### src/core/sprd_pkg.sv
// Package for the stack, prefix and rotate decode block
package sprd_pkg;
   localparam logic [7:0] OP_POP_RM = 8'h8F;
   localparam logic [7:0] OP_POP_ALL = 8'h61;
   localparam logic [7:0] OP_POP_FLAGS = 8'h9D;
   localparam logic [7:0] OP_PUSH_RM = 8'hFF;
   localparam logic [7:0] OP_PUSH_ALL = 8'h60;
   localparam logic [7:0] OP_PUSH_FLAGS = 8'h9C;
   localparam logic [7:0] PFX_LOCK = 8'hF0;
   localparam logic [7:0] PFX_ADDR = 8'h67;
   localparam logic [7:0] PFX_OPND = 8'h66;
   localparam logic [7:0] OP_ESC = 8'h0F;
   localparam logic [2:0] REG_POP = 3'h0;
   localparam logic [2:0] REG_PUSH = 3'h6;
   localparam logic [2:0] REG_RCL = 3'h2;
   localparam logic [1:0] MOD_REG = 2'h3;
   // Short-form masks: one-byte segment push/pop is 000 sreg2 11x
   localparam logic [7:0] SEG_MASK = 8'hE7;
   localparam logic [7:0] SEG_PUSH = 8'h06;
   localparam logic [7:0] SEG_POP = 8'h07;
   localparam logic [7:0] SEG3_MASK = 8'hC7;
   localparam logic [7:0] SEG3_PUSH = 8'h80;
   localparam logic [7:0] SEG3_POP = 8'h81;
   localparam logic [7:0] PUSH_REG_BASE = 8'h50;
   localparam logic [7:0] POP_REG_BASE = 8'h58;
   localparam logic [7:0] SHORT_MASK = 8'hF8;
   localparam logic [7:0] ROT1_MASK = 8'hFE;
   localparam logic [7:0] ROT1_OP = 8'hD0;
   localparam logic [7:0] ROTC_OP = 8'hD2;
   localparam logic [7:0] ROTI_OP = 8'hC0;
   localparam logic [7:0] PUSH_IMM_MASK = 8'hFD;
   localparam logic [7:0] PUSH_IMM_OP = 8'h68;
   localparam logic [3:0] CYC_ONE = 4'd1;
   localparam logic [3:0] CYC_TWO = 4'd2;
   localparam logic [3:0] CYC_SEG_PROT = 4'd3;
   localparam logic [3:0] CYC_ALL = 4'd6;
   localparam logic [3:0] CYC_FLAGS_POP = 4'd9;
   localparam logic [3:0] CYC_RCL_REG = 4'd3;
   localparam logic [3:0] CYC_RCL_MEM = 4'd8;
   localparam logic [3:0] CYC_RCL_CNT = 4'd8;
   localparam logic [1:0] IMM_NONE = 2'd0;
   localparam logic [1:0] IMM_BYTE = 2'd1;
   localparam logic [1:0] IMM_WORD = 2'd2;
   localparam logic [1:0] IMM_DWORD = 2'd3;
   // Flag image bit positions
   localparam int F_CF = 0;
   localparam int F_PF = 2;
   localparam int F_AF = 4;
   localparam int F_ZF = 6;
   localparam int F_SF = 7;
   localparam int F_TF = 8;
   localparam int F_IF = 9;
   localparam int F_DF = 10;
   localparam int F_OF = 11;
   localparam logic [11:0] FLAGS_WRITABLE = 12'hFD5;
   typedef enum logic [3:0] {
      SPRD_OP_NONE, SPRD_OP_POP_RM, SPRD_OP_POP_REG, SPRD_OP_POP_SEG, SPRD_OP_POP_ALL,
      SPRD_OP_POP_FLAGS, SPRD_OP_PUSH_RM, SPRD_OP_PUSH_REG, SPRD_OP_PUSH_SEG,
      SPRD_OP_PUSH_IMM, SPRD_OP_PUSH_ALL, SPRD_OP_PUSH_FLAGS, SPRD_OP_RCL
   } sprd_op_t;
   typedef struct packed {
      logic valid;
      logic [7:0] data;
   } sprd_byte_t;
   typedef struct packed {
      sprd_op_t op;
      logic lock;
      logic addr32;
      logic opnd32;
      logic [1:0] imm_size;
      logic [3:0] cycles;
   } sprd_issue_t;
endpackage

### src/core/sprd_decode.sv
// Stack push/pop, prefix and rotate-through-carry decode and timing
module sprd_decode (
   input wire logic clk_i,
   input wire logic arst_n_i,
   input wire sprd_pkg::sprd_byte_t byte_i,
   input wire logic prot_mode_i,
   input wire logic default32_i,
   input wire logic [11:0] stack_flags_i,
   input wire logic [7:0] count_register_i,
   output logic ready_o,
   output sprd_pkg::sprd_issue_t issue_o,
   output logic issue_valid_o,
   output logic done_o,
   output logic bus_lock_o,
   output logic [11:0] flags_o,
   output logic overflow_undef_o
);
   import sprd_pkg::*;

   typedef enum logic [2:0] {SPRD_S_OPC, SPRD_S_ESC, SPRD_S_MODRM, SPRD_S_EXEC} sprd_state_t;

   function automatic logic match(input logic [7:0] b, input logic [7:0] m, input logic [7:0] v);
      return (b & m) == v;
   endfunction

   function automatic logic [1:0] full_imm(input logic o32);
      return o32 ? IMM_DWORD : IMM_WORD;
   endfunction

   sprd_state_t state, next_state;
   sprd_issue_t cur, next_cur;
   logic [7:0] opc, next_opc;
   logic [3:0] cnt, next_cnt;
   logic [11:0] flags, next_flags;
   logic lock, next_lock;
   logic done, next_done;
   logic ivalid, next_ivalid;
   logic ovu, next_ovu;
   logic ready, next_ready;
   // Prefix state kept apart so the issued word stands until the next decode
   logic pfx_lock, next_pfx_lock;
   logic pfx_a32, next_pfx_a32;
   logic pfx_o32, next_pfx_o32;

   // Rotate result: carry takes top bit of operand, overflow is operand bit 6 xor carry
   logic rot_cf;
   assign rot_cf = count_register_i[7];

   always_comb begin
      next_state = state;
      next_cur = cur;
      next_opc = opc;
      next_cnt = cnt;
      next_flags = flags;
      next_lock = lock;
      next_done = 1'b0;
      next_ivalid = 1'b0;
      next_ovu = ovu;
      next_ready = ready;
      next_pfx_lock = pfx_lock;
      next_pfx_a32 = pfx_a32;
      next_pfx_o32 = pfx_o32;
      unique case (state)
         SPRD_S_OPC: begin
            next_lock = 1'b0;
            if (byte_i.valid) begin
               next_opc = byte_i.data;
               next_cur.op = SPRD_OP_NONE;
               next_cur.imm_size = IMM_NONE;
               next_cur.cycles = CYC_ONE;
               next_cur.lock = pfx_lock;
               next_cur.addr32 = pfx_a32;
               next_cur.opnd32 = pfx_o32;
               if (byte_i.data == PFX_LOCK) begin
                  next_pfx_lock = 1'b1;
                  next_cur.lock = 1'b1;
               end else if (byte_i.data == PFX_ADDR) begin
                  next_pfx_a32 = ~pfx_a32;
                  next_cur.addr32 = ~pfx_a32;
               end else if (byte_i.data == PFX_OPND) begin
                  next_pfx_o32 = ~pfx_o32;
                  next_cur.opnd32 = ~pfx_o32;
               end else if (byte_i.data == OP_ESC) begin
                  next_state = SPRD_S_ESC;
               end else if (byte_i.data == OP_POP_RM || byte_i.data == OP_PUSH_RM ||
                            match(byte_i.data, ROT1_MASK, ROT1_OP) ||
                            match(byte_i.data, ROT1_MASK, ROTC_OP) ||
                            match(byte_i.data, ROT1_MASK, ROTI_OP)) begin
                  next_state = SPRD_S_MODRM;
               end else begin
                  next_state = SPRD_S_EXEC;
                  if (byte_i.data == OP_POP_ALL) begin
                     next_cur.op = SPRD_OP_POP_ALL;
                     next_cur.cycles = CYC_ALL;
                  end else if (byte_i.data == OP_POP_FLAGS) begin
                     next_cur.op = SPRD_OP_POP_FLAGS;
                     next_cur.cycles = CYC_FLAGS_POP;
                  end else if (byte_i.data == OP_PUSH_ALL) begin
                     next_cur.op = SPRD_OP_PUSH_ALL;
                     next_cur.cycles = CYC_ALL;
                  end else if (byte_i.data == OP_PUSH_FLAGS) begin
                     next_cur.op = SPRD_OP_PUSH_FLAGS;
                     next_cur.cycles = CYC_TWO;
                  end else if (match(byte_i.data, SEG_MASK, SEG_PUSH)) begin
                     next_cur.op = SPRD_OP_PUSH_SEG;
                  end else if (match(byte_i.data, SEG_MASK, SEG_POP)) begin
                     next_cur.op = SPRD_OP_POP_SEG;
                     next_cur.cycles = prot_mode_i ? CYC_SEG_PROT : CYC_ONE;
                  end else if (match(byte_i.data, SHORT_MASK, PUSH_REG_BASE)) begin
                     next_cur.op = SPRD_OP_PUSH_REG;
                  end else if (match(byte_i.data, SHORT_MASK, POP_REG_BASE)) begin
                     next_cur.op = SPRD_OP_POP_REG;
                  end else if (match(byte_i.data, PUSH_IMM_MASK, PUSH_IMM_OP)) begin
                     next_cur.op = SPRD_OP_PUSH_IMM;
                     // 6A takes a byte, 68 a full-width value
                     next_cur.imm_size = byte_i.data[1] ? IMM_BYTE : full_imm(pfx_o32);
                  end else begin
                     next_state = SPRD_S_OPC;
                  end
               end
            end
         end
         SPRD_S_ESC: begin
            if (byte_i.valid) begin
               next_state = SPRD_S_EXEC;
               next_cur.cycles = CYC_ONE;
               if (match(byte_i.data, SEG3_MASK, SEG3_PUSH)) begin
                  next_cur.op = SPRD_OP_PUSH_SEG;
               end else if (match(byte_i.data, SEG3_MASK, SEG3_POP)) begin
                  next_cur.op = SPRD_OP_POP_SEG;
                  next_cur.cycles = prot_mode_i ? CYC_SEG_PROT : CYC_ONE;
               end else begin
                  next_state = SPRD_S_OPC;
               end
            end
         end
         SPRD_S_MODRM: begin
            if (byte_i.valid) begin
               next_state = SPRD_S_EXEC;
               next_cur.cycles = CYC_ONE;
               if (opc == OP_POP_RM && byte_i.data[5:3] == REG_POP) begin
                  next_cur.op = SPRD_OP_POP_RM;
               end else if (opc == OP_PUSH_RM && byte_i.data[5:3] == REG_PUSH) begin
                  next_cur.op = SPRD_OP_PUSH_RM;
               end else if (byte_i.data[5:3] == REG_RCL && opc[7:1] != OP_POP_RM[7:1]
                            && opc != OP_PUSH_RM) begin
                  next_cur.op = SPRD_OP_RCL;
                  if (match(opc, ROT1_MASK, ROT1_OP)) begin
                     next_cur.cycles = (byte_i.data[7:6] == MOD_REG) ? CYC_RCL_REG
                                                                    : CYC_RCL_MEM;
                  end else begin
                     next_cur.cycles = CYC_RCL_CNT;
                     if (match(opc, ROT1_MASK, ROTI_OP)) begin
                        next_cur.imm_size = IMM_BYTE;
                     end
                  end
               end else begin
                  next_state = SPRD_S_OPC;
               end
            end
         end
         SPRD_S_EXEC: begin
            if (cnt == 4'd0) begin
               next_cnt = cur.cycles - CYC_ONE;
               next_ivalid = 1'b1;
               next_ready = 1'b0;
               next_lock = cur.lock;
            end else begin
               next_cnt = cnt - CYC_ONE;
            end
            if (cnt == CYC_ONE || (cnt == 4'd0 && cur.cycles == CYC_ONE)) begin
               next_done = 1'b1;
               next_state = SPRD_S_OPC;
               next_ready = 1'b1;
               next_cnt = 4'd0;
               // Lock stays up through the done cycle, dropped back in decode
               next_pfx_lock = 1'b0;
               next_pfx_a32 = default32_i;
               next_pfx_o32 = default32_i;
               unique case (cur.op)
                  SPRD_OP_POP_FLAGS: begin
                     next_flags = stack_flags_i & FLAGS_WRITABLE;
                  end
                  SPRD_OP_RCL: begin
                     next_flags[F_CF] = rot_cf;
                     next_flags[F_OF] = count_register_i[6] ^ rot_cf;
                     next_ovu = (cur.cycles == CYC_RCL_CNT) && (opc[7:1] != ROT1_OP[7:1]);
                  end
                  default: begin
                     next_flags = flags;
                  end
               endcase
            end
         end
      endcase
   end

   always_ff @(posedge clk_i or negedge arst_n_i) begin
      if (!arst_n_i) begin
         state <= SPRD_S_OPC;
         cur <= '0;
         opc <= 8'h00;
         cnt <= 4'h0;
         flags <= 12'h000;
         lock <= 1'b0;
         done <= 1'b0;
         ivalid <= 1'b0;
         ovu <= 1'b0;
         ready <= 1'b1;
         pfx_lock <= 1'b0;
         pfx_a32 <= 1'b0;
         pfx_o32 <= 1'b0;
      end else begin
         state <= next_state;
         cur <= next_cur;
         opc <= next_opc;
         cnt <= next_cnt;
         flags <= next_flags;
         lock <= next_lock;
         done <= next_done;
         ivalid <= next_ivalid;
         ovu <= next_ovu;
         ready <= next_ready;
         pfx_lock <= next_pfx_lock;
         pfx_a32 <= next_pfx_a32;
         pfx_o32 <= next_pfx_o32;
      end
   end

   assign issue_o = cur;
   assign issue_valid_o = ivalid;
   assign done_o = done;
   assign bus_lock_o = lock;
   assign flags_o = flags;
   assign overflow_undef_o = ovu;
   assign ready_o = ready;
endmodule

### config.mk
export PLATFORM = sky130hd
export DESIGN_NAME = sprd_decode
export DESIGN_NICKNAME = d
export VERILOG_FILES = /design/src/core/sprd_pkg.sv /design/src/core/sprd_decode.sv
export SDC_FILE = /design/constraint.sdc
export NUM_CORES = 1
export LEC_CHECK = 0
export ABC_AREA = 1
export CAP_MARGIN = 20
export CORE_ASPECT_RATIO = 2
export CORE_MARGIN = 5
export CORE_UTILIZATION = 30
export DETAILED_ROUTE_END_ITERATION = 8
export DONT_BUFFER_PORTS = 1
export PLACE_DENSITY_LB_ADDON = 0.25
export SETUP_SLACK_MARGIN = 0.05
export SLEW_MARGIN = 0
export SYNTH_ARGS = -nofsm -noshare
export SYNTH_HDL_FRONTEND = slang
export SYNTH_SLANG_ARGS = --single-unit
### constraint.sdc
create_clock -name clk_i -period 1.5 [get_ports clk_i]
set_input_delay 0.075 -clock clk_i [delete_from_list [all_inputs] [get_ports clk_i]]
set_output_delay 0.075 -clock clk_i [all_outputs]
set_load 0.01 [all_outputs]
==> metrics <==
dpl cells=577; Mapped Area=2920 um^2; CTS tree=yes; commonest non-fill, non-tap cell in the layout=nand2_1; Top FF cell, synth=dfrtp_1; Setup-failing EPs final=9; Initial Util=30.3%; VDD IR max=560 uV; crit path capture=issue_o[9]$_DFFE_PN0P_; Worst path slowest cell=dfrtp_2; via count=2,918; Post-synth EDFFs=0; worst skew pair latency=0.29 ns; H-tree Lvls=2; Die H=149 um; R2R Path Start=state[1]$_DFFE_PN0P_; Area contributors post-synth=dfrtp_1 (37%), nand2_1 (17%), nor2_1 (5.5%), nand3_1 (5.5%), o21ai_0 (4.8%); violated checks=setup timing; Crit path depth=11; Place WS=-0.200 ns; Die Area=11,900 um^2; Crit Path Class=reg -> reg; M3 GR Usage=2.71%; critical path data arrival time=1.78 ns; Bufs on Longest Clock Path=2; Max Fclk=0.644 GHz; first-pass GRT wire length=14,200 um; CP Capture Type=register; critical path's top delay family=flip-flops; M2 GR Usage=29.6%; FF+latch count, synth=44; cell accounting for the most synthesized area=dfrtp_1; Fillers=993; Power Density=1580 nW/um^2; post-synth top area share=36.9%; Layout Cells excl Fill=612; FF-to-FF path depth=11; FF-to-FF End=issue_o[9]$_DFFE_PN0P_; max capacitance violation total=0; reg-to-reg slack, setup=-0.05 ns; dpl cell area=3360 um^2; GRT Total Usage=15.5%; Mapped Cells=414; vias per inst=4.77; Nets=522; vias in the first global route=2,996; setup ws final=-0.0520 ns; Final Hold Viols=0; clock sinks=44; WL per Instance=14.5 um; Initial DRC Count=108; RSZ-0062 raised after global routing=true; PortBufs=0; YS warnings=0; largest net degree at the start of global routing=45; design area=4010 um^2; Worst Hold Class=in -> reg; fin crit period=1.55 ns; Total Wirelength=8870 um; CTS Buf Count=5; met1 Use GR=14.9%; crit path max fanout=5; number of remaining DRC errors=0; Slowest Stage Delay on Critical Path=0.44 ns; share of cells above drive strength 1=29.0%; drt pass-1 iters=5; num ports=63; Antenna Nets Post-Route=0; initial antenna violation count=0; DP HPWL=7050 um; Critical Path Source=state[1]$_DFFE_PN0P_; synthesized area per cell=7.05 um^2; LEAKAGE=1.95 nW; Post-synth ARST share=100%; CTS root buf=clkbuf_16; gr ovfl total=0; most frequent cells in the layout=nand2_1 (118), buf_4 (46), dfrtp_1 (42); busiest grt layer=met2; Clock transition at path regs=0.06 ns; post-synth cell types=37; final period utilization=103%; Crit path buffers/inverters=4; crit path cell chain=inv_4 -> ha_4 -> inv_4 -> nand2_4 -> o21ai_4 -> inv_2 -> a211oi_4 -> o21ai_4 -> inv_2 -> nand2_1 -> nand2_1; area grow syn2layout=37.4%; total power=6.34 mW; routability cong.=0.886; Die W=79.7 um; CP required=1.73 ns; critical path launch point type=register; final max-slew violation count=0; status=finished with violations; post-synthesis sequential area ratio=37.8%; n_diodes=0; cell row count=51; Core Area=9640 um^2; Setup Skew=0.00754 ns
how the worst min path moves through the flow:
stage / start / endpoint / slack [ns] / cells past startpoint
after global placement: arst_n_i / cnt[1]$_DFFE_PN0P_ / -0.22 / 0
after floorplan: arst_n_i / bus_lock_o$_DFFE_PN0P_ / -0.22 / 0
after CTS: byte_i[3] / opc[3]$_DFFE_PN0P_ / 0.01 / 2
after global routing: byte_i[3] / opc[3]$_DFFE_PN0P_ / 0.02 / 2
final: byte_i[3] / opc[3]$_DFFE_PN0P_ / 0.01 / 2
after detailed placement: arst_n_i / cnt[1]$_DFFE_PN0P_ / -0.22 / 0
power breakdown:
| part | switching, mW | internal [mW] | leakage [nW] |
|---|---|---|---|
| clock | 0.447 | 0.604 | 0.0657 |
| combinational | 1.80 | 1.62 | 1.35 |
| sequential | 0.337 | 1.53 | 0.534 |
sequential cells by signal, indices dropped and copies added (netlist names):
register and count:
pfx_o32 1, flags_o 9, bus_lock_o 1, state 2, done_o 1, ready_o 1
opc 8, issue_o 13, pfx_a32 1, pfx_lock 1, overflow_undef_o 1, issue_valid_o 1
cnt 4
cell type report:
cell class | instances | area, um^2 | share of cell area (%)
Tap cell | 132 | 165 | 4.12
Clock inverter | 2 | 12.5 | 0.312
Sequential cell | 44 | 1100 | 27.5
Timing Repair Buffer | 68 | 621 | 15.5
Inverter | 47 | 190 | 4.74
Clock buffer | 5 | 125 | 3.12
Multi-Input combinational cell | 314 | 1790 | 44.7
repair_timing:
action                                  CTS  global route
resized for setup                        28            38
hold endpoints to repair                 58             0
pin swaps                                10            13
setup buffers                             5             7
hold buffers                             16             0
endpoints found under the setup margin   28            30
routing by layer:
metal  up-vias  part of all wire, %
li1       1460                    -
met1      1352                   34
met2        81                   56
met3        25                  5.4
met4         0                  4.3
met5         -                    0
cell families after synthesis:
family / Yosys count / share of synthesized area (%)
buf+inv: 58 / 8.92
other cells: 1 / 0.129
mux: 3 / 1.16
fa+ha+maj: 9 / 3.86
simple gates: 249 / 38.0
flops: 44 / 37.8
xor+xnor: 5 / 1.50
compound gates: 45 / 8.70
worst reg2reg max path: stages (launching register included):
cell,delay [ns]
dfrtp_2,0.44
inv_4,0.07
ha_4,0.16
inv_4,0.06
nand2_4,0.05
o21ai_4,0.13
inv_2,0.07
a211oi_4,0.20
o21ai_4,0.11
inv_2,0.09
nand2_1,0.06
nand2_1,0.05
synthesized netlist by cell type, types with 6 or more instances:
cell type,count
dfrtp_1,43
nand2_2,11
inv_2,7
o21ai_0,28
ha_1,9
nor2_1,43
inv_1,37
nand3_1,32
nand4_1,14
nand2_1,131
nor2_2,6
stage by stage:
stage	utilization, %	setup TNS (ns)	hold slack [ns]
after floorplan	-	-0.328	-0.221
after CTS	39.6	-0.552	0.0122
after detailed placement	34.9	-2.25	-0.219
final	41.6	-0.250	0.0126
after global placement	34.9	-1.73	-0.219
after global routing	41.6	-1.77	0.0238
Power figures use the tool's default switching activity.
